**src/pkg/tmr8_pkg.sv**
```systemverilog
// Purpose: Shared constants and types of the 8-bit timer waveform control block.
// Assumes: Registers are reached over a plain strobe port with a 3-bit address.
// Notes:   Channel index 0 is compare channel A, index 1 is compare channel B.
package tmr8_pkg;

  ////////////////////////////////////////////////////////////////////////////////
  // Register map.
  localparam logic [2:0] TMR8_OFS_CTRL_A   = 3'h0;
  localparam logic [2:0] TMR8_OFS_CTRL_B   = 3'h1;
  localparam logic [2:0] TMR8_OFS_COUNT    = 3'h2;
  localparam logic [2:0] TMR8_OFS_CMP_A    = 3'h3;
  localparam logic [2:0] TMR8_OFS_CMP_B    = 3'h4;

  // Field positions.
  localparam int         TMR8_ACT_A_LSB    = 6;
  localparam int         TMR8_ACT_B_LSB    = 4;
  localparam int         TMR8_MODE_LOW_LSB = 0;
  localparam int         TMR8_FORCE_A_BIT  = 7;
  localparam int         TMR8_FORCE_B_BIT  = 6;
  localparam int         TMR8_MODE_HI_BIT  = 3;
  localparam int         TMR8_CLKSEL_LSB   = 0;

  // Writable bits; everything else is reserved or a strobe and reads zero.
  localparam logic [7:0] TMR8_CTRL_A_WMASK = 8'hf3;
  localparam logic [7:0] TMR8_CTRL_B_WMASK = 8'h0f;

  // Reset values.
  localparam logic [7:0] TMR8_CTRL_A_RST   = 8'h00;
  localparam logic [7:0] TMR8_CTRL_B_RST   = 8'h00;
  localparam logic [7:0] TMR8_COUNT_RST    = 8'h00;
  localparam logic [7:0] TMR8_CMP_RST      = 8'h00;

  // Counter extremes.
  localparam logic [7:0] TMR8_MAX          = 8'hff;
  localparam logic [7:0] TMR8_BOTTOM       = 8'h00;

  // Prescaler: low bits that must all be one for each divide ratio.
  localparam int         TMR8_PRE_W        = 10;
  localparam int         TMR8_DIV8_BITS    = 3;
  localparam int         TMR8_DIV64_BITS   = 6;
  localparam int         TMR8_DIV256_BITS  = 8;
  localparam int         TMR8_DIV1024_BITS = 10;

  ////////////////////////////////////////////////////////////////////////////////
  // Types.
  typedef enum logic [2:0] {
    TMR8_WM_NORMAL   = 3'h0,
    TMR8_WM_PC_FF    = 3'h1,
    TMR8_WM_CLR      = 3'h2,
    TMR8_WM_FAST_FF  = 3'h3,
    TMR8_WM_RSV4     = 3'h4,
    TMR8_WM_PC_CMP   = 3'h5,
    TMR8_WM_RSV6     = 3'h6,
    TMR8_WM_FAST_CMP = 3'h7
  } tmr8_wmode_t;

  typedef enum logic [2:0] {
    TMR8_CS_OFF      = 3'h0,
    TMR8_CS_DIV1     = 3'h1,
    TMR8_CS_DIV8     = 3'h2,
    TMR8_CS_DIV64    = 3'h3,
    TMR8_CS_DIV256   = 3'h4,
    TMR8_CS_DIV1024  = 3'h5,
    TMR8_CS_EXT_FALL = 3'h6,
    TMR8_CS_EXT_RISE = 3'h7
  } tmr8_clksel_t;

  typedef enum logic [1:0] {
    TMR8_ACT_OFF     = 2'h0,
    TMR8_ACT_TOGGLE  = 2'h1,
    TMR8_ACT_CLEAR   = 2'h2,
    TMR8_ACT_SET     = 2'h3
  } tmr8_action_t;

  typedef enum logic [1:0] {
    TMR8_DIR_UP      = 2'b01,
    TMR8_DIR_DOWN    = 2'b10
  } tmr8_dir_t;

endpackage

```
**src/hw/tmr8_wave_ctrl.sv**
```systemverilog
// Purpose: 8-bit timer with two compare channels, waveform modes and pin muxing.
// Assumes: Port direction and port data come from same-clock logic; t0 pin is async.
// Notes:   Compare flags and interrupt masks live in a neighbouring block.
//
// Contract
// RQ1: A nonzero channel action field hands the pin to the waveform output.
// RQ2: Pin driver enable follows the port direction bit only.
// RQ3: Non-PWM channel A codes: off, toggle, clear, set on match.
// RQ4: Non-PWM channel B uses the same codes at bits five to four.
// RQ5: Fast PWM channel A: code 2 clear-match set-top, code 3 opposite.
// RQ6: PWM channel A code 1 toggles on match only when mode high bit set.
// RQ7: Fast PWM channel B code 1 reserved; codes 2 and 3 as channel A.
// RQ8: Phase-correct channel A: code 2 clears counting up, sets counting down.
// RQ9: Phase-correct channel B code 1 reserved; codes 2 and 3 as channel A.
// RQ10: Channel A compare equal to TOP in PWM acts at TOP, ignores match.
// RQ11: Channel B compare equal to TOP in PWM acts at TOP, ignores match.
// RQ12: Reserved control bits read zero and ignore writes.
// RQ13: Mode is high bit from control B and low bits from control A.
// RQ14: Normal TOP 0xFF, clear-on-match TOP compare A, immediate update, overflow at MAX.
// RQ15: Phase-correct overflow at BOTTOM, fast PWM at MAX or TOP, PWM updates at TOP.
// RQ16: Force strobes act only in non-PWM modes.
// RQ17: Software keeps force bits zero when writing control B in PWM.
// RQ18: A force strobe is an immediate match using the present action code.
// RQ19: A forced match raises no flag and never clears the counter.
// RQ20: Force bits are write-only strobes that read as zero.
// RQ21: Clock select picks stop, divide 1/8/64/256/1024, or external falling/rising edge.
// RQ22: Phase-correct counts up to TOP, then down to BOTTOM, TOP held once.
// RQ23: Reserved modes and channel B code 1 in PWM leave pins disconnected safely.
//
// The plain strobed port and the register offsets were chosen for this implementation.
`timescale 1ns/1ps
module tmr8_wave_ctrl
  import tmr8_pkg::*;
(
  input  wire logic       clk_i,
  input  wire logic       rstn_i,
  input  wire logic [2:0] addr_i,
  input  wire logic [7:0] wdata_i,
  input  wire logic       wr_i,
  input  wire logic       rd_i,
  output logic      [7:0] rdata_o,
  input  wire logic       ext_clk_pin_i,
  input  wire logic [1:0] port_dir_i,
  input  wire logic [1:0] port_data_i,
  output logic      [1:0] pin_out_o,
  output logic      [1:0] pin_oe_o,
  output logic      [1:0] match_o,
  output logic            overflow_o
);

  ////////////////////////////////////////////////////////////////////////////////
  // Control registers.
  logic [7:0]   ctrl_a_reg;
  logic [7:0]   ctrl_b_reg;
  logic [7:0]   cnt_reg;
  logic [7:0]   cmp_buf_reg [2];
  logic [7:0]   cmp_act_reg [2];
  logic [1:0]   wave_reg;
  logic [1:0]   wave_next;
  tmr8_dir_t    dir_reg;
  tmr8_wmode_t  wmode;
  tmr8_clksel_t clksel;
  logic         wr_a;
  logic         wr_b;
  logic         wr_cnt;
  logic         is_pwm;
  logic         is_fast;
  logic         is_pc;
  logic         is_rsv;
  logic         top_is_cmp;
  logic [7:0]   top_val;
  logic         at_top;
  logic         tick;
  logic         ovf_ev;
  logic         block_reg;
  logic [1:0]   hit;
  logic [1:0]   force_ev;
  logic [1:0]   connected;
  logic [1:0]   act [2];

  assign wr_a   = wr_i && (addr_i == TMR8_OFS_CTRL_A);
  assign wr_b   = wr_i && (addr_i == TMR8_OFS_CTRL_B);
  assign wr_cnt = wr_i && (addr_i == TMR8_OFS_COUNT);

  // Masking on write keeps reserved and strobe bits permanently zero.
  always_ff @(posedge clk_i or negedge rstn_i) begin
    if (!rstn_i) begin
      ctrl_a_reg <= TMR8_CTRL_A_RST;
    end else if (wr_a) begin
      ctrl_a_reg <= wdata_i & TMR8_CTRL_A_WMASK; // RQ12
    end
  end

  always_ff @(posedge clk_i or negedge rstn_i) begin
    if (!rstn_i) begin
      ctrl_b_reg <= TMR8_CTRL_B_RST;
    end else if (wr_b) begin
      ctrl_b_reg <= wdata_i & TMR8_CTRL_B_WMASK; // RQ12 RQ20
    end
  end

  assign wmode = tmr8_wmode_t'({ctrl_b_reg[TMR8_MODE_HI_BIT],
                                ctrl_a_reg[TMR8_MODE_LOW_LSB +: 2]}); // RQ13
  assign clksel     = tmr8_clksel_t'(ctrl_b_reg[TMR8_CLKSEL_LSB +: 3]);
  assign act[0]     = ctrl_a_reg[TMR8_ACT_A_LSB +: 2];
  assign act[1]     = ctrl_a_reg[TMR8_ACT_B_LSB +: 2];
  assign is_fast    = (wmode == TMR8_WM_FAST_FF) || (wmode == TMR8_WM_FAST_CMP);
  assign is_pc      = (wmode == TMR8_WM_PC_FF) || (wmode == TMR8_WM_PC_CMP);
  assign is_pwm     = is_fast || is_pc;
  assign is_rsv     = (wmode == TMR8_WM_RSV4) || (wmode == TMR8_WM_RSV6); // RQ23
  assign top_is_cmp = (wmode == TMR8_WM_CLR) || (wmode == TMR8_WM_PC_CMP)
                      || (wmode == TMR8_WM_FAST_CMP); // RQ14 RQ15
  assign top_val    = top_is_cmp ? cmp_act_reg[0] : TMR8_MAX;
  assign at_top     = (cnt_reg == top_val);

  ////////////////////////////////////////////////////////////////////////////////
  // Prescaler and external clock input.
  logic [TMR8_PRE_W-1:0] pre_reg;
  logic                  ext_s1_reg;
  logic                  ext_s2_reg;
  logic                  ext_s3_reg;
  logic                  ext_lvl_reg;
  logic                  ext_stable;
  logic                  ext_rise;
  logic                  ext_fall;

  // Free running, so a ratio change takes effect without a restart.
  always_ff @(posedge clk_i or negedge rstn_i) begin
    if (!rstn_i) begin
      pre_reg <= '0;
    end else begin
      pre_reg <= pre_reg + 1'b1;
    end
  end

  always_ff @(posedge clk_i or negedge rstn_i) begin
    if (!rstn_i) begin
      ext_s1_reg <= 1'b0;
      ext_s2_reg <= 1'b0;
      ext_s3_reg <= 1'b0;
    end else begin
      ext_s1_reg <= ext_clk_pin_i;
      ext_s2_reg <= ext_s1_reg;
      ext_s3_reg <= ext_s2_reg;
    end
  end

  assign ext_stable = (ext_s2_reg == ext_s3_reg);
  assign ext_rise   = ext_stable && ext_s2_reg && !ext_lvl_reg;
  assign ext_fall   = ext_stable && !ext_s2_reg && ext_lvl_reg;

  always_ff @(posedge clk_i or negedge rstn_i) begin
    if (!rstn_i) begin
      ext_lvl_reg <= 1'b0;
    end else if (ext_stable) begin
      ext_lvl_reg <= ext_s2_reg;
    end
  end

  always_comb begin
    case (clksel)
      TMR8_CS_OFF:      tick = 1'b0; // RQ21
      TMR8_CS_DIV1:     tick = 1'b1; // RQ21
      TMR8_CS_DIV8:     tick = &pre_reg[TMR8_DIV8_BITS-1:0]; // RQ21
      TMR8_CS_DIV64:    tick = &pre_reg[TMR8_DIV64_BITS-1:0]; // RQ21
      TMR8_CS_DIV256:   tick = &pre_reg[TMR8_DIV256_BITS-1:0]; // RQ21
      TMR8_CS_DIV1024:  tick = &pre_reg[TMR8_DIV1024_BITS-1:0]; // RQ21
      TMR8_CS_EXT_FALL: tick = ext_fall; // RQ21
      TMR8_CS_EXT_RISE: tick = ext_rise; // RQ21
      default:          tick = 1'b0;
    endcase
  end

  ////////////////////////////////////////////////////////////////////////////////
  // Counter and count direction.
  always_ff @(posedge clk_i or negedge rstn_i) begin
    if (!rstn_i) begin
      cnt_reg <= TMR8_COUNT_RST;
    end else if (wr_cnt) begin
      cnt_reg <= wdata_i;
    end else if (tick) begin
      case (wmode)
        TMR8_WM_NORMAL: begin
          cnt_reg <= cnt_reg + 8'h01; // RQ14
        end
        TMR8_WM_CLR, TMR8_WM_FAST_FF, TMR8_WM_FAST_CMP: begin
          cnt_reg <= at_top ? TMR8_BOTTOM : cnt_reg + 8'h01; // RQ14 RQ15
        end
        TMR8_WM_PC_FF, TMR8_WM_PC_CMP: begin
          if (dir_reg == TMR8_DIR_UP) begin
            if (at_top) begin
              cnt_reg <= (cnt_reg == TMR8_BOTTOM) ? TMR8_BOTTOM : cnt_reg - 8'h01; // RQ22
            end else begin
              cnt_reg <= cnt_reg + 8'h01; // RQ22
            end
          end else if (cnt_reg == TMR8_BOTTOM) begin
            cnt_reg <= at_top ? TMR8_BOTTOM : cnt_reg + 8'h01; // RQ22
          end else begin
            cnt_reg <= cnt_reg - 8'h01; // RQ22
          end
        end
        default: begin
          cnt_reg <= TMR8_BOTTOM; // RQ23
        end
      endcase
    end
  end

  always_ff @(posedge clk_i or negedge rstn_i) begin
    if (!rstn_i) begin
      dir_reg <= TMR8_DIR_UP;
    end else if (!is_pc) begin
      dir_reg <= TMR8_DIR_UP;
    end else if (tick) begin
      case (dir_reg)
        TMR8_DIR_UP:   dir_reg <= at_top ? TMR8_DIR_DOWN : TMR8_DIR_UP; // RQ22
        TMR8_DIR_DOWN: dir_reg <= (cnt_reg == TMR8_BOTTOM) ? TMR8_DIR_UP : TMR8_DIR_DOWN;
        default:       dir_reg <= TMR8_DIR_UP;
      endcase
    end
  end

  // A counter write suppresses the compare match on the next timer clock.
  always_ff @(posedge clk_i or negedge rstn_i) begin
    if (!rstn_i) begin
      block_reg <= 1'b0;
    end else if (wr_cnt) begin
      block_reg <= 1'b1;
    end else if (tick) begin
      block_reg <= 1'b0;
    end
  end

  always_comb begin
    ovf_ev = 1'b0;
    if (tick) begin
      case (wmode)
        TMR8_WM_NORMAL, TMR8_WM_CLR, TMR8_WM_FAST_FF: ovf_ev = (cnt_reg == TMR8_MAX); // RQ14 RQ15
        TMR8_WM_FAST_CMP: ovf_ev = at_top; // RQ15
        TMR8_WM_PC_FF, TMR8_WM_PC_CMP: ovf_ev = (dir_reg == TMR8_DIR_DOWN)
                                                && (cnt_reg == TMR8_BOTTOM); // RQ15
        default: ovf_ev = 1'b0;
      endcase
    end
  end

  always_ff @(posedge clk_i or negedge rstn_i) begin
    if (!rstn_i) begin
      overflow_o <= 1'b0;
    end else begin
      overflow_o <= ovf_ev;
    end
  end

  ////////////////////////////////////////////////////////////////////////////////
  // Compare channels.
  genvar ch;
  generate
    for (ch = 0; ch < 2; ch++) begin : g_chan
      logic tgl_ok;
      logic top_act;
      logic ocr_eq_top;
      logic force_bit;

      assign force_bit  = (ch == 0) ? wdata_i[TMR8_FORCE_A_BIT] : wdata_i[TMR8_FORCE_B_BIT];
      assign force_ev[ch] = wr_b && force_bit && !is_pwm; // RQ16 RQ18
      assign hit[ch]    = tick && (cnt_reg == cmp_act_reg[ch]) && !block_reg;
      // Only channel A has the toggle option in PWM, and only with the mode high bit.
      assign tgl_ok     = (ch == 0) && ctrl_b_reg[TMR8_MODE_HI_BIT]; // RQ6 RQ7 RQ9
      assign ocr_eq_top = (cmp_act_reg[ch] == top_val);
      assign top_act    = tick && at_top;
      assign connected[ch] = !is_rsv && (act[ch] != TMR8_ACT_OFF)
                             && !(is_pwm && (act[ch] == TMR8_ACT_TOGGLE) && !tgl_ok); // RQ1 RQ23

      always_ff @(posedge clk_i or negedge rstn_i) begin
        if (!rstn_i) begin
          cmp_buf_reg[ch] <= TMR8_CMP_RST;
        end else if (wr_i && (addr_i == ((ch == 0) ? TMR8_OFS_CMP_A : TMR8_OFS_CMP_B))) begin
          cmp_buf_reg[ch] <= wdata_i;
        end
      end

      always_ff @(posedge clk_i or negedge rstn_i) begin
        if (!rstn_i) begin
          cmp_act_reg[ch] <= TMR8_CMP_RST;
        end else if (!is_pwm || top_act) begin
          cmp_act_reg[ch] <= cmp_buf_reg[ch]; // RQ14 RQ15
        end
      end

      always_comb begin
        wave_next[ch] = wave_reg[ch];
        if (!is_pwm && !is_rsv) begin
          if (hit[ch] || force_ev[ch]) begin // RQ18
            case (act[ch])
              TMR8_ACT_TOGGLE: wave_next[ch] = !wave_reg[ch]; // RQ3 RQ4
              TMR8_ACT_CLEAR:  wave_next[ch] = 1'b0; // RQ3 RQ4
              TMR8_ACT_SET:    wave_next[ch] = 1'b1; // RQ3 RQ4
              default:         wave_next[ch] = wave_reg[ch];
            endcase
          end
        end else if (is_pwm && (act[ch] == TMR8_ACT_TOGGLE)) begin
          if (tgl_ok && hit[ch]) begin
            wave_next[ch] = !wave_reg[ch]; // RQ6
          end
        end else if (is_fast && act[ch][1]) begin
          if (top_act) begin
            wave_next[ch] = !act[ch][0]; // RQ5 RQ7 RQ10 RQ11
          end else if (hit[ch] && !ocr_eq_top) begin
            wave_next[ch] = act[ch][0]; // RQ5 RQ7
          end
        end else if (is_pc && act[ch][1]) begin
          if (ocr_eq_top) begin
            if (top_act) begin
              wave_next[ch] = !act[ch][0]; // RQ10 RQ11
            end
          end else if (hit[ch]) begin
            wave_next[ch] = (dir_reg == TMR8_DIR_UP) ? act[ch][0] : !act[ch][0]; // RQ8 RQ9
          end
        end
      end

      always_ff @(posedge clk_i or negedge rstn_i) begin
        if (!rstn_i) begin
          wave_reg[ch] <= 1'b0;
        end else begin
          wave_reg[ch] <= wave_next[ch];
        end
      end

      // Forced matches are kept off the match event so no flag is raised.
      always_ff @(posedge clk_i or negedge rstn_i) begin
        if (!rstn_i) begin
          match_o[ch]   <= 1'b0;
          pin_out_o[ch] <= 1'b0;
          pin_oe_o[ch]  <= 1'b0;
        end else begin
          match_o[ch]   <= hit[ch]; // RQ19
          pin_out_o[ch] <= connected[ch] ? wave_reg[ch] : port_data_i[ch]; // RQ1
          pin_oe_o[ch]  <= port_dir_i[ch]; // RQ2
        end
      end
    end
  endgenerate

  ////////////////////////////////////////////////////////////////////////////////
  // Register read port.
  always_ff @(posedge clk_i or negedge rstn_i) begin
    if (!rstn_i) begin
      rdata_o <= 8'h00;
    end else if (rd_i) begin
      case (addr_i)
        TMR8_OFS_CTRL_A: rdata_o <= ctrl_a_reg & TMR8_CTRL_A_WMASK; // RQ12
        TMR8_OFS_CTRL_B: rdata_o <= ctrl_b_reg & TMR8_CTRL_B_WMASK; // RQ20
        TMR8_OFS_COUNT:  rdata_o <= cnt_reg;
        TMR8_OFS_CMP_A:  rdata_o <= cmp_buf_reg[0];
        TMR8_OFS_CMP_B:  rdata_o <= cmp_buf_reg[1];
        default:         rdata_o <= 8'h00;
      endcase
    end else begin
      rdata_o <= 8'h00;
    end
  end
endmodule

```
**config.mk**
```make
export PLATFORM = sky130hd
export DESIGN_NAME = tmr8_wave_ctrl
export DESIGN_NICKNAME = d
export VERILOG_FILES = /design/src/pkg/tmr8_pkg.sv /design/src/hw/tmr8_wave_ctrl.sv
export SDC_FILE = /design/constraint.sdc
export NUM_CORES = 1
export LEC_CHECK = 0
export ABC_AREA = 1
export ABC_CLOCK_PERIOD_IN_PS = 2000
export BUFFER_PORTS_ARGS = -buffer_cell sky130_fd_sc_hd__buf_2
export CAP_MARGIN = 40
export CORE_ASPECT_RATIO = 1.5
export CORE_MARGIN = 8
export CORE_UTILIZATION = 55
export DETAILED_ROUTE_END_ITERATION = 12
export GPL_TIMING_DRIVEN = 0
export PLACE_DENSITY = 0.72
export SYNTH_ARGS = -nofsm -noshare
export SYNTH_HDL_FRONTEND = slang
export SYNTH_SLANG_ARGS = --single-unit
```
**constraint.sdc**
```tcl
create_clock -name clk_i -period 2 [get_ports clk_i]
set_input_delay 0.3 -clock clk_i [delete_from_list [all_inputs] [get_ports clk_i]]
set_output_delay 0.3 -clock clk_i [all_outputs]
set_load 0.05 [all_outputs]
```
Yosys cells after proc, flatten, opt, wreduce, memory -nomap -nowiden
Cells that the tools add are included.
Word-level totals
  output and inout bits: 15
  input bits: 20
  bits in registers: 84
  word-level logic and storage cells: 196
Operators by class
  equal/unequal tests: 44
  reduce and logical (&&, ||, !) cells: 77
  add/subtract/negate cells: 3
  mux-type cells: 48
Operators with widths (count)
  8-bit two-way mux: 9
  8-bit equality test: 5
  8-bit case mux with 5 select lines: 1
  1-bit logical AND: 34
  1-bit two-way mux: 28
  3-bit equality test (second input constant): 9
  8-bit case mux with 3 select lines: 1
  3-bit by 2-bit equality test with 1-bit output (second input constant): 6
  1-bit zero test: 14
  7-bit AND reduction: 2
  10-bit by 1-bit adder with 10-bit output (second input constant): 1
  2-bit equality test (second input constant): 5
  10-bit AND reduction: 1
  3-bit by 1-bit equality test with 1-bit output (second input constant): 3
  3-bit zero test: 3
  1-bit logical OR: 9
  1-bit case mux with 3 select lines: 3
  8-bit by 1-bit adder with 8-bit output (second input constant): 1
  8-bit equality test (second input constant): 1
  8-bit zero test: 1
  2-bit two-way mux: 4
  4-bit by 2-bit inequality test with 1-bit output (second input constant): 2
  1-bit case mux with 8 select lines: 1
  8-bit AND reduction: 1
  19 further kinds: 27

Logic depth before layout (Yosys ltp)
Gate-level depths: netlist of run 1.
  word-level depth: 12
  depth in mapped cells: 19
  mapped depth without buffers: 18

Worst setup path before layout of run 1
Ideal clock, no wire load.
  path type: register -> register
  start: register ctrl_a_reg[0]
  end: register cmp_act_reg[6] in the netlist's numbering
  slack: 0.136 ns
  period minus slack after synthesis: 1.864 ns
  cell stages (with the launch flop): 16
  library setup time: 0.120 ns
  arrival time: 1.744 ns
  data required time: 1.880 ns
  path buffers: 3
  path through: dfrtp_1 > buf_6 > inv_6 > nand2_2 > nand2_4 > buf_8 > nand3_4 > nand2_2 > nand3_2 > nor2_4 > nand3_2 > inv_2 > nor2_4 > buf_6 > nor2_1 > a21oi_2
On the way
  longest elaborated chain between the ends: 7
  elaborated cells on any way between the ends: 15
  those cells by class: 6 x eq/ne; 1 x mux; 8 x reduce/logical
Ends and longest elaborated chain
  start, declared: RTL line tmr8_wave_ctrl.sv:53  | logic [7:0] ctrl_a_reg;
  start signal, assigned: RTL line tmr8_wave_ctrl.sv:90  | ctrl_a_reg <= wdata_i & TMR8_CTRL_A_WMASK;
  3-bit by 2-bit equality test with 1-bit output / 3-bit equality test (equally long branches): RTL line tmr8_wave_ctrl.sv:111, tmr8_wave_ctrl.sv:108
  1-bit logical OR: RTL line tmr8_wave_ctrl.sv:111  | assign top_is_cmp = (wmode == TMR8_WM_CLR) || (wmode == TMR8_WM_PC_CMP)
  1-bit logical OR: RTL line tmr8_wave_ctrl.sv:112  | || (wmode == TMR8_WM_FAST_CMP);
  8-bit two-way mux: RTL line tmr8_wave_ctrl.sv:113  | assign top_val = top_is_cmp ? cmp_act_reg[0] : TMR8_MAX;
  8-bit equality test: RTL line tmr8_wave_ctrl.sv:114  | assign at_top = (cnt_reg == top_val);
  1-bit logical AND: RTL line tmr8_wave_ctrl.sv:271  | assign top_act = tick && at_top;
  1-bit logical OR (*): RTL line tmr8_wave_ctrl.sv:286  | end else if (!is_pwm || top_act) begin
  end signal, assigned by index: RTL line tmr8_wave_ctrl.sv:287  | cmp_act_reg[ch] <= cmp_buf_reg[ch];
  end, declared: RTL line tmr8_wave_ctrl.sv:57  | logic [7:0] cmp_act_reg [2];
Every way passes the cells marked *; elsewhere a longest branch is shown, timed or not.
A chain may end at the register's enable or synchronous reset.

Worst setup path after layout of run 1
  start: register ctrl_a_reg[0]
  end: register cmp_act_reg[11] in the netlist's numbering
The elaborated chain is that of the path after synthesis.

==> metrics.txt, run 1 <==
status finished, violations left; failing checks setup timing; Cell Area, Synth 5076 um2; Yosys top cell area share 0.4092; number of I/O pins 35; Final GP Congestion 0.9680; GR Util All Layers 0.2494; number of synthesized flops with an enable pin 0; kind of end point of the critical path flop; Sequential cell area 2107 um2; crit path max fanout 10; top-count cell post-synth nand2_1; first-pass GRT wire length 24320 um; Reg2Reg Depth 15; RSZ-0062 raised after global routing true; Port Buf Inserts 34; Max Clock Freq 469.2 MHz; Setup Skew 8.449 ps; predominant post-synthesis flop cell dfrtp_1; Cells after Synth 669; max-cap viol count 0; DRC viols 0; Required @ worst endpoint 2240 ps; fraction of layout cells with a size suffix above 1 0.2905; post-DR vias/cell 5.751; initial antenna violation count 0; Rel. slew slack 0.5915; crit-path cells buf_6, inv_8, nand2_8, nand2_8, buf_8, nand3_4, nand2_2, nand3_2, nor2_4, nand3_2, inv_4, nor2_4, buf_6, nor2_1, a21oi_2; Tightest Pin Transition 610.5 ps; distinct cell type count after synthesis 39; Critical Path Start ctrl_a_reg[0]; asr flop ratio synth 1.000; final worst slack -131.2 ps; chip width approximately 94 um; WL final 15610 um; hold path cells 1; Hold Violations, Final 0; Startpoint Class flop; H-Tree Depth 3; footprint of the multi-input gates 2781 um2; antenna-violating nets left 0; Leak around 3.1 nW; HPWL after DPL between 10000 and 15000 um; Hold Path Class input pin to flop; area grow syn2layout 25.56%; hold path startpoint port_dir_i[1]; Vias 4980; largest net degree at the start of global routing 46; crit path DAT 2370 ps; gr ovfl total 0; CTS tree done; Post-Syn Area per Cell 7.588 um2; clock latency on the worst-skew pair 350 ps; top post-synthesis cells by count nand2_1 (179), inv_1 (86), dfrtp_1 (83); post-synth top area cell dfrtp_1; WL/cell 18.02 um; Pre-antenna DRT Iters 7; RR Startpoint ctrl_a_reg[0]; CTS root buffer clkbuf_16; hold_ws approximately 53 ps; Crit-path slowest cell dfrtp_1; Max IR drop VDD 0.0007221 V; syn_nets 697; sequential share of the synthesized area 0.4143; Die ar. 12620 um2; Net count, final 777; top post-synthesis cells by area dfrtp_1 (41%), nand2_1 (13%), inv_1 (6.4%); CORE AREA between 9000 and 10000 um2; Place WS -287.3 ps; CTS Buf Count 9; deepest clock path buffer count 2; Final Critical Period ~2100 ps; Total Power 7.535 mW; clock sink count 84; # fillers 720; Yosys reg bits 84; period utilization 1.066; row cnt between 40 and 50; slowest cell delay on critical path roughly 370 ps; Max Slew Vio Count 0; PD cells 1182 nW/um2; n_diodes 0; final setup vio count 25; height of the die approximately 130 um; yosys warns 0; initial core utilization 0.5583; drt initial violations 453; vias in the first global route 4930; Clock transition at path regs roughly 70 ps; WS Path Type flop to flop
==> worst paths after layout <==
path,to,slack (ps)
setup / recovery,cmp_act_reg[11],-130
hold / removal,pin_oe_o[1],50
setup reg to reg,cmp_act_reg[11],-130
hold reg to reg,ext_s2_reg,360
max in group asynchronous,dir_reg[0],820
min in group asynchronous,cnt_reg[3],490
==> report_power, final <==
group | total (mW) | internal (mW) | switching (mW)
Sequential | 2.32 | 2.02 | 0.297
Combinational | 3.60 | 1.33 | 2.27
Clock | 1.62 | 0.863 | 0.756
Total | 7.53 | 4.21 | 3.32
==> cell families (layout without fill, tap and decap cells) <==
logic type,after synthesis,in the layout,share of synthesized area
fa+ha+maj,8,8,0.01972
buf+inv,111,195,0.09539
compound gates,113,113,0.1398
simple gates,330,331,0.2901
flops,84,84,0.4143
xor+xnor,21,21,0.03623
mux,2,2,0.004436
==> metal layers <==
layer | up-vias | GRT usage | routed length, um
met2 | 232 | 0.4038 | 7715
met1 | 2327 | 0.2876 | 5963
met5 | - | 0 | 0
met3 | 80 | 0.03829 | 843
met4 | 0 | 0.1833 | 1084
li1 | 2341 | - | -
==> through the flow <==
step	cell area [um2]	util	setup TNS (ps)	instances
2_1_floorplan	5076	-	0	669
3_3_place_gp	5386	0.5924	-6854	815
3_5_place_dp	5409	0.5949	-5593	816
4_1_cts	6013	0.6613	-215.1	849
5_1_grt	6374	0.7010	-3618	866
6_report	6374	0.7010	-2397	866
==> critical path: cells and delay by family, from the launching register on <==
kind	cells	cell delay, ps
flip-flops	1	370
AND/OR/NAND/NOR	9	980
AO/OA/AOI/OAI	1	50
buffers and inverters	5	610
==> layout make-up <==
class / instances / area share
Buffer: 16 / 0.02336
Timing Repair Buffer: 69 / 0.08166
Sequential cell: 84 / 0.3306
Multi-Input combinational cell: 475 / 0.4364
Clock buffer: 9 / 0.03534
Tap cell: 112 / 0.02199
Inverter: 94 / 0.06144
Clock inverter: 7 / 0.009227
==> cell usage in the layout (no fill, tap or decap), types with 11 or more instances in the layout <==
cell,n
a21oi_2,19
inv_1,75
nor2_2,14
a21oi_1,13
nand2_1,156
o21ai_0,38
o22ai_1,17
nand2_2,23
xor2_1,14
nor2_1,46
nand3_2,11
nand4_1,18
buf_2,35
buf_4,30
nand3_1,32
dfrtp_1,80
==> what timing repair did <==
action                                 CTS  global route
setup endpoints to repair               29            26
endpoints found under the hold margin   44             0
gates resized for setup                 52            67
buffers inserted                        14            17
cloned                                   2             1
hold buffers                             1             0
pin swaps                               20            42
No activity file was read; power rests on OpenSTA's default activity.
==> run 2, diff against run 1 <==
- SKIP_LAST_GASP: unset -> 1
==> metrics.txt, run 2 (synthesis results as in run 1) <==
crit path DAT 2360 ps; crit path max fanout 10; deepest clock path buffer count 2; Port Buf Inserts 34; CTS Buf Count 9; Hold Path Class input pin to flop; hold path cells 1; Total Power 7.500 mW; Finished Core Util 0.7011; kind of end point of the critical path flop; height of the die about 130 um; area grow syn2layout 25.59%; vias in the first global route a little under 5000; WL/cell 17.95 um; Worst R2R End cmp_act_reg[11]; max-cap viol count 0; n_diodes 0; WL final 15540 um; number of I/O pins 35; Fin Setup TNS -2363 ps; initial core utilization 0.5583; first-pass GRT wire length 24320 um; failing checks setup timing; antenna-violating nets left 0; row cnt 43; hold path startpoint port_dir_i[1]; Reg2Reg Depth 15; H-Tree Depth 3; Tightest Pin Transition between 600 and 700 ps; period utilization 1.065; DRC viols 0; CORE AREA 9092 um2; final worst slack -129.0 ps; Setup Skew 6.190 ps; grt met2 use 0.4030; setup slack, reg-to-reg -130 ps; clock sink count 84; Net count, final 777; final setup vio count 25; Rel. slew slack 0.5788; gr busiest metal met2; Max IR drop VDD about 0.00072 V; Clock transition at path regs 70 ps; M3 GR Usage 0.03829; fraction of layout cells with a size suffix above 1 0.2891; Startpoint Class flop; post-DR vias/cell between 5 and 6; largest net degree at the start of global routing between 40 and 50; RSZ-0062 raised after global routing true; status finished, violations left; CTS root buffer clkbuf_16; leading cell type in the layout, fill and taps excluded nand2_1; clock latency on the worst-skew pair around 350 ps; Required @ worst endpoint 2230 ps; Die ar. about 13000 um2; Hold Path End pin_oe_o[1]; initial antenna violation count 0; gr ovfl total 0; CTS tree done; Leak 3.104 nW; Final Critical Period 2129 ps; RR Startpoint ctrl_a_reg[0]; GR Util All Layers 0.2493; leading cell types in the layout, fill and taps excluded nand2_1 (156), dfrtp_1 (80), inv_1 (77); # fillers 721; WS Path Type flop to flop; chip width 94.44 um; Final GP Congestion 0.9680; Max Slew Vio Count 0; Max Clock Freq 469.7 MHz; placed cell count 816; Hold Violations, Final 0; Pre-antenna DRT Iters 6; drt initial violations 434; HPWL after DPL 11050 um; PD cells 1176 nW/um2; Non-Filler Instances 866; met1 Use GR 0.2876; Vias approximately 5000
## run 2: cell types whose count changed in the layout (fill, tap and decap cells not counted)
cell,previous run,this run
nand3_2,11,12
clkbuf_4,0,1
nand3_1,32,31
inv_1,75,77
buf_6,5,4
inv_2,9,7
## run 2: where the power goes
part | internal (mW) | total [mW] | switching [mW]
sequential | 2.02 | 2.32 | 0.298
combinational | 1.33 | 3.58 | 2.25
clock | 0.863 | 1.60 | 0.740
## run 2: layer usage
metal,part of all wire,up-vias,wire [um]
li1,-,2348,-
met4,0.069,0,1079
met2,0.50,235,7696
met3,0.061,69,950
met1,0.37,2317,5817
met5,0,-,0
## run 2: what timing repair did
| item | 4_1_cts | 5_1_grt |
|---|---|---|
| hold buffers | 1 | 0 |
| pin swaps | 20 | 39 |
| endpoints found under the setup margin | 29 | 26 |
| resized for setup | 51 | 65 |
| buffers inserted | 14 | 17 |
| cloned | 2 | 1 |
| hold endpoints to repair | 44 | 0 |
## run 2: how the worst max path moves through the flow
stage	startpoint	endpoint	cells after the start
2_1_floorplan	ctrl_a_reg[0]	cmp_act_reg[6]	15
3_3_place_gp	ctrl_b_reg[3]	cnt_reg[0]	12
3_5_place_dp	ctrl_b_reg[3]	cnt_reg[0]	12
4_1_cts	ctrl_a_reg[0]	cnt_reg[5]	16
5_1_grt	ctrl_a_reg[0]	cmp_act_reg[15]	14
6_report	ctrl_a_reg[0]	cmp_act_reg[11]	15
## run 2: metrics by stage
stage                     instance area, um2  setup slack, ps  hold WS, ps
after floorplan                         5076            136.5        4.409
after global placement                  5386           -301.4        344.1
after detailed placement                5409           -287.3        338.0
after CTS                               6008           -54.45        48.62
after global routing                    6375           -169.7        52.57
final                                   6375           -129.0        56.84
## run 2: layout make-up
class	count	area, um2	area share
buffer	16	148.9	0.02336
clock buffer	9	225.2	0.03533
clock inverter	7	58.81	0.009225
inverter	94	391.6	0.06143
multi-input combinational	475	2786	0.4371
sequential	84	2107	0.3305
tap	112	140.1	0.02198
timing repair buffer	69	516.7	0.08106
## run 2: worst max-delay path, cell delays in order, from the launching register on
cell and delay [ps]:
dfrtp_1 370, buf_6 130, inv_8 80, nand2_8 80
nand2_8 100, buf_8 130, nand3_4 70, nand2_2 60
nand3_2 110, nor2_4 200, nand3_2 150, inv_4 120
nor2_4 70, buf_6 150, nor2_1 130, a21oi_2 50
==> run 3, diff against run 2 <==
- GPL_TIMING_DRIVEN: 0 -> unset
- PLACE_DENSITY: 0.72 -> 0.83
==> metrics.txt, run 3 (synthesis results as in run 1) <==
Total Power 8.061 mW; RSZ-0062 raised after global routing true; number of I/O pins 35; footprint of the multi-input gates roughly 2900 um2; Final GP Congestion 1.039; Tightest Pin Transition 636.4 ps; Sequential cell area about 2100 um2; Vias about 5700; vias in the first global route roughly 5500; crit path max fanout 7; initial core utilization 0.5583; row cnt 43; PD cells 1196 nW/um2; Net count, final 815; Max IR drop VDD around 0.00090 V; HPWL after DPL around 12000 um; leading cell types in the layout, fill and taps excluded nand2_1 (160), inv_1 (84), dfrtp_1 (81); Max Clock Freq 452.5 MHz; CTS tree done; status finished, violations left; area grow syn2layout 32.78%; CORE AREA about 9100 um2; WL final 19620 um; deepest clock path buffer count 2; chip width about 94 um; clock latency on the worst-skew pair 350 ps; buffer and inverter count on the worst path 3; crit path DAT 2450 ps; Die ar. 12620 um2; final worst slack -210.1 ps; crit-path leading delay family compound AO/OA/AOI/OAI gates; failing checks setup timing; Hold Violations, Final 0; gr ovfl total 0; crit-path cells inv_8, buf_12, nand2_8, nand2_8, o21ai_0, inv_1, o21ai_0, o211ai_1, nand3_2, nand2_1, nand2_1; Max Slew Vio Count 0; Rel. slew slack 0.5712; clock sink count 84; CTS root buffer clkbuf_16; final setup vio count 26; DP Area 5768 um2; Setup Skew 13.38 ps; period utilization 1.105; kind of end point of the critical path flop; WL/cell roughly 22 um; Required @ worst endpoint 2240 ps; Finished Core Util 0.7413; Port Buf Inserts 34; fraction of layout cells with a size suffix above 1 0.3068; CTS Buf Count 9; WS Path Type flop to flop; height of the die 133.7 um; GR Util All Layers 0.2912; post-DR vias/cell 6.278; max-cap viol count 0; first-pass GRT wire length 28070 um; Startpoint Class flop; Pre-antenna DRT Iters 8; hold_ws between 50 and 60 ps; initial antenna violation count 0; # fillers roughly 550; Clock transition at path regs 70 ps; DRC viols 0; Design Area, Final 6740 um2; leading cell type in the layout, fill and taps excluded nand2_1; antenna-violating nets left 0; largest net degree at the start of global routing 46; slowest cell delay on critical path about 450 ps; n_diodes 0; Crit-path slowest cell dfrtp_2; H-Tree Depth 3; Hold Path Class input pin to flop; Final Critical Period between 2000 and 2500 ps; drt initial violations 765; Leak ~3.3 nW
==> run 3: where the power goes <==
part | internal, mW | switching, mW | leakage, nW | total [mW]
clock network | 0.973 | 0.720 | 0.132 | 1.69
logic | 1.48 | 2.52 | 2.14 | 3.99
registers | 2.02 | 0.355 | 1.06 | 2.37
==> run 3: timing repair <==
action | in CTS | in global routing
endpoints found under the hold margin | 42 | 0
gates cloned | 3 | 2
gates resized for setup | 39 | 64
hold buffers | 1 | 0
setup buffers | 14 | 8
setup endpoints to repair | 26 | 29
pin swaps | 21 | 33
==> run 3: metal layers <==
metal | GRT usage | part of all wire | vias to the layer above
met2 | 0.4709 | 0.47 | 447
li1 | - | - | 2414
met3 | 0.05800 | 0.092 | 179
met5 | 0 | 0 | -
met1 | 0.3151 | 0.33 | 2635
met4 | 0.2462 | 0.10 | 0
==> run 3: path summary, 6_finish.rpt <==
kind	start	endpoint	slack (ps)	cells after the start
max	ctrl_a_reg[0]	wave_reg[0]	-210	11
min	port_dir_i[1]	pin_oe_o[1]	60	1
max reg2reg	ctrl_a_reg[0]	wave_reg[0]	-210	11
min reg2reg	ext_s1_reg	ext_s2_reg	410	0
max in group asynchronous	rstn_i	pre_reg[1]	790	3
min in group asynchronous	rstn_i	block_reg	500	2
==> run 3: final cells by class <==
type,count,share of cell area
well taps,112,0.02079
repair buffers,121,0.1457
multi-input cells,477,0.4229
clock buffers,11,0.03453
clock inverters,5,0.009096
inverters,94,0.05458
flip-flops and latches,84,0.3124
==> run 3: stage by stage <==
step	worst slack, ps	cells	setup TNS, ps
2_1_floorplan	136.5	669	0
3_3_place_gp	-180.4	862	-1454
3_5_place_dp	-197.5	862	-2084
4_1_cts	-71.62	895	-409.3
5_1_grt	-360.2	904	-5100
6_report	-210.1	904	-2972
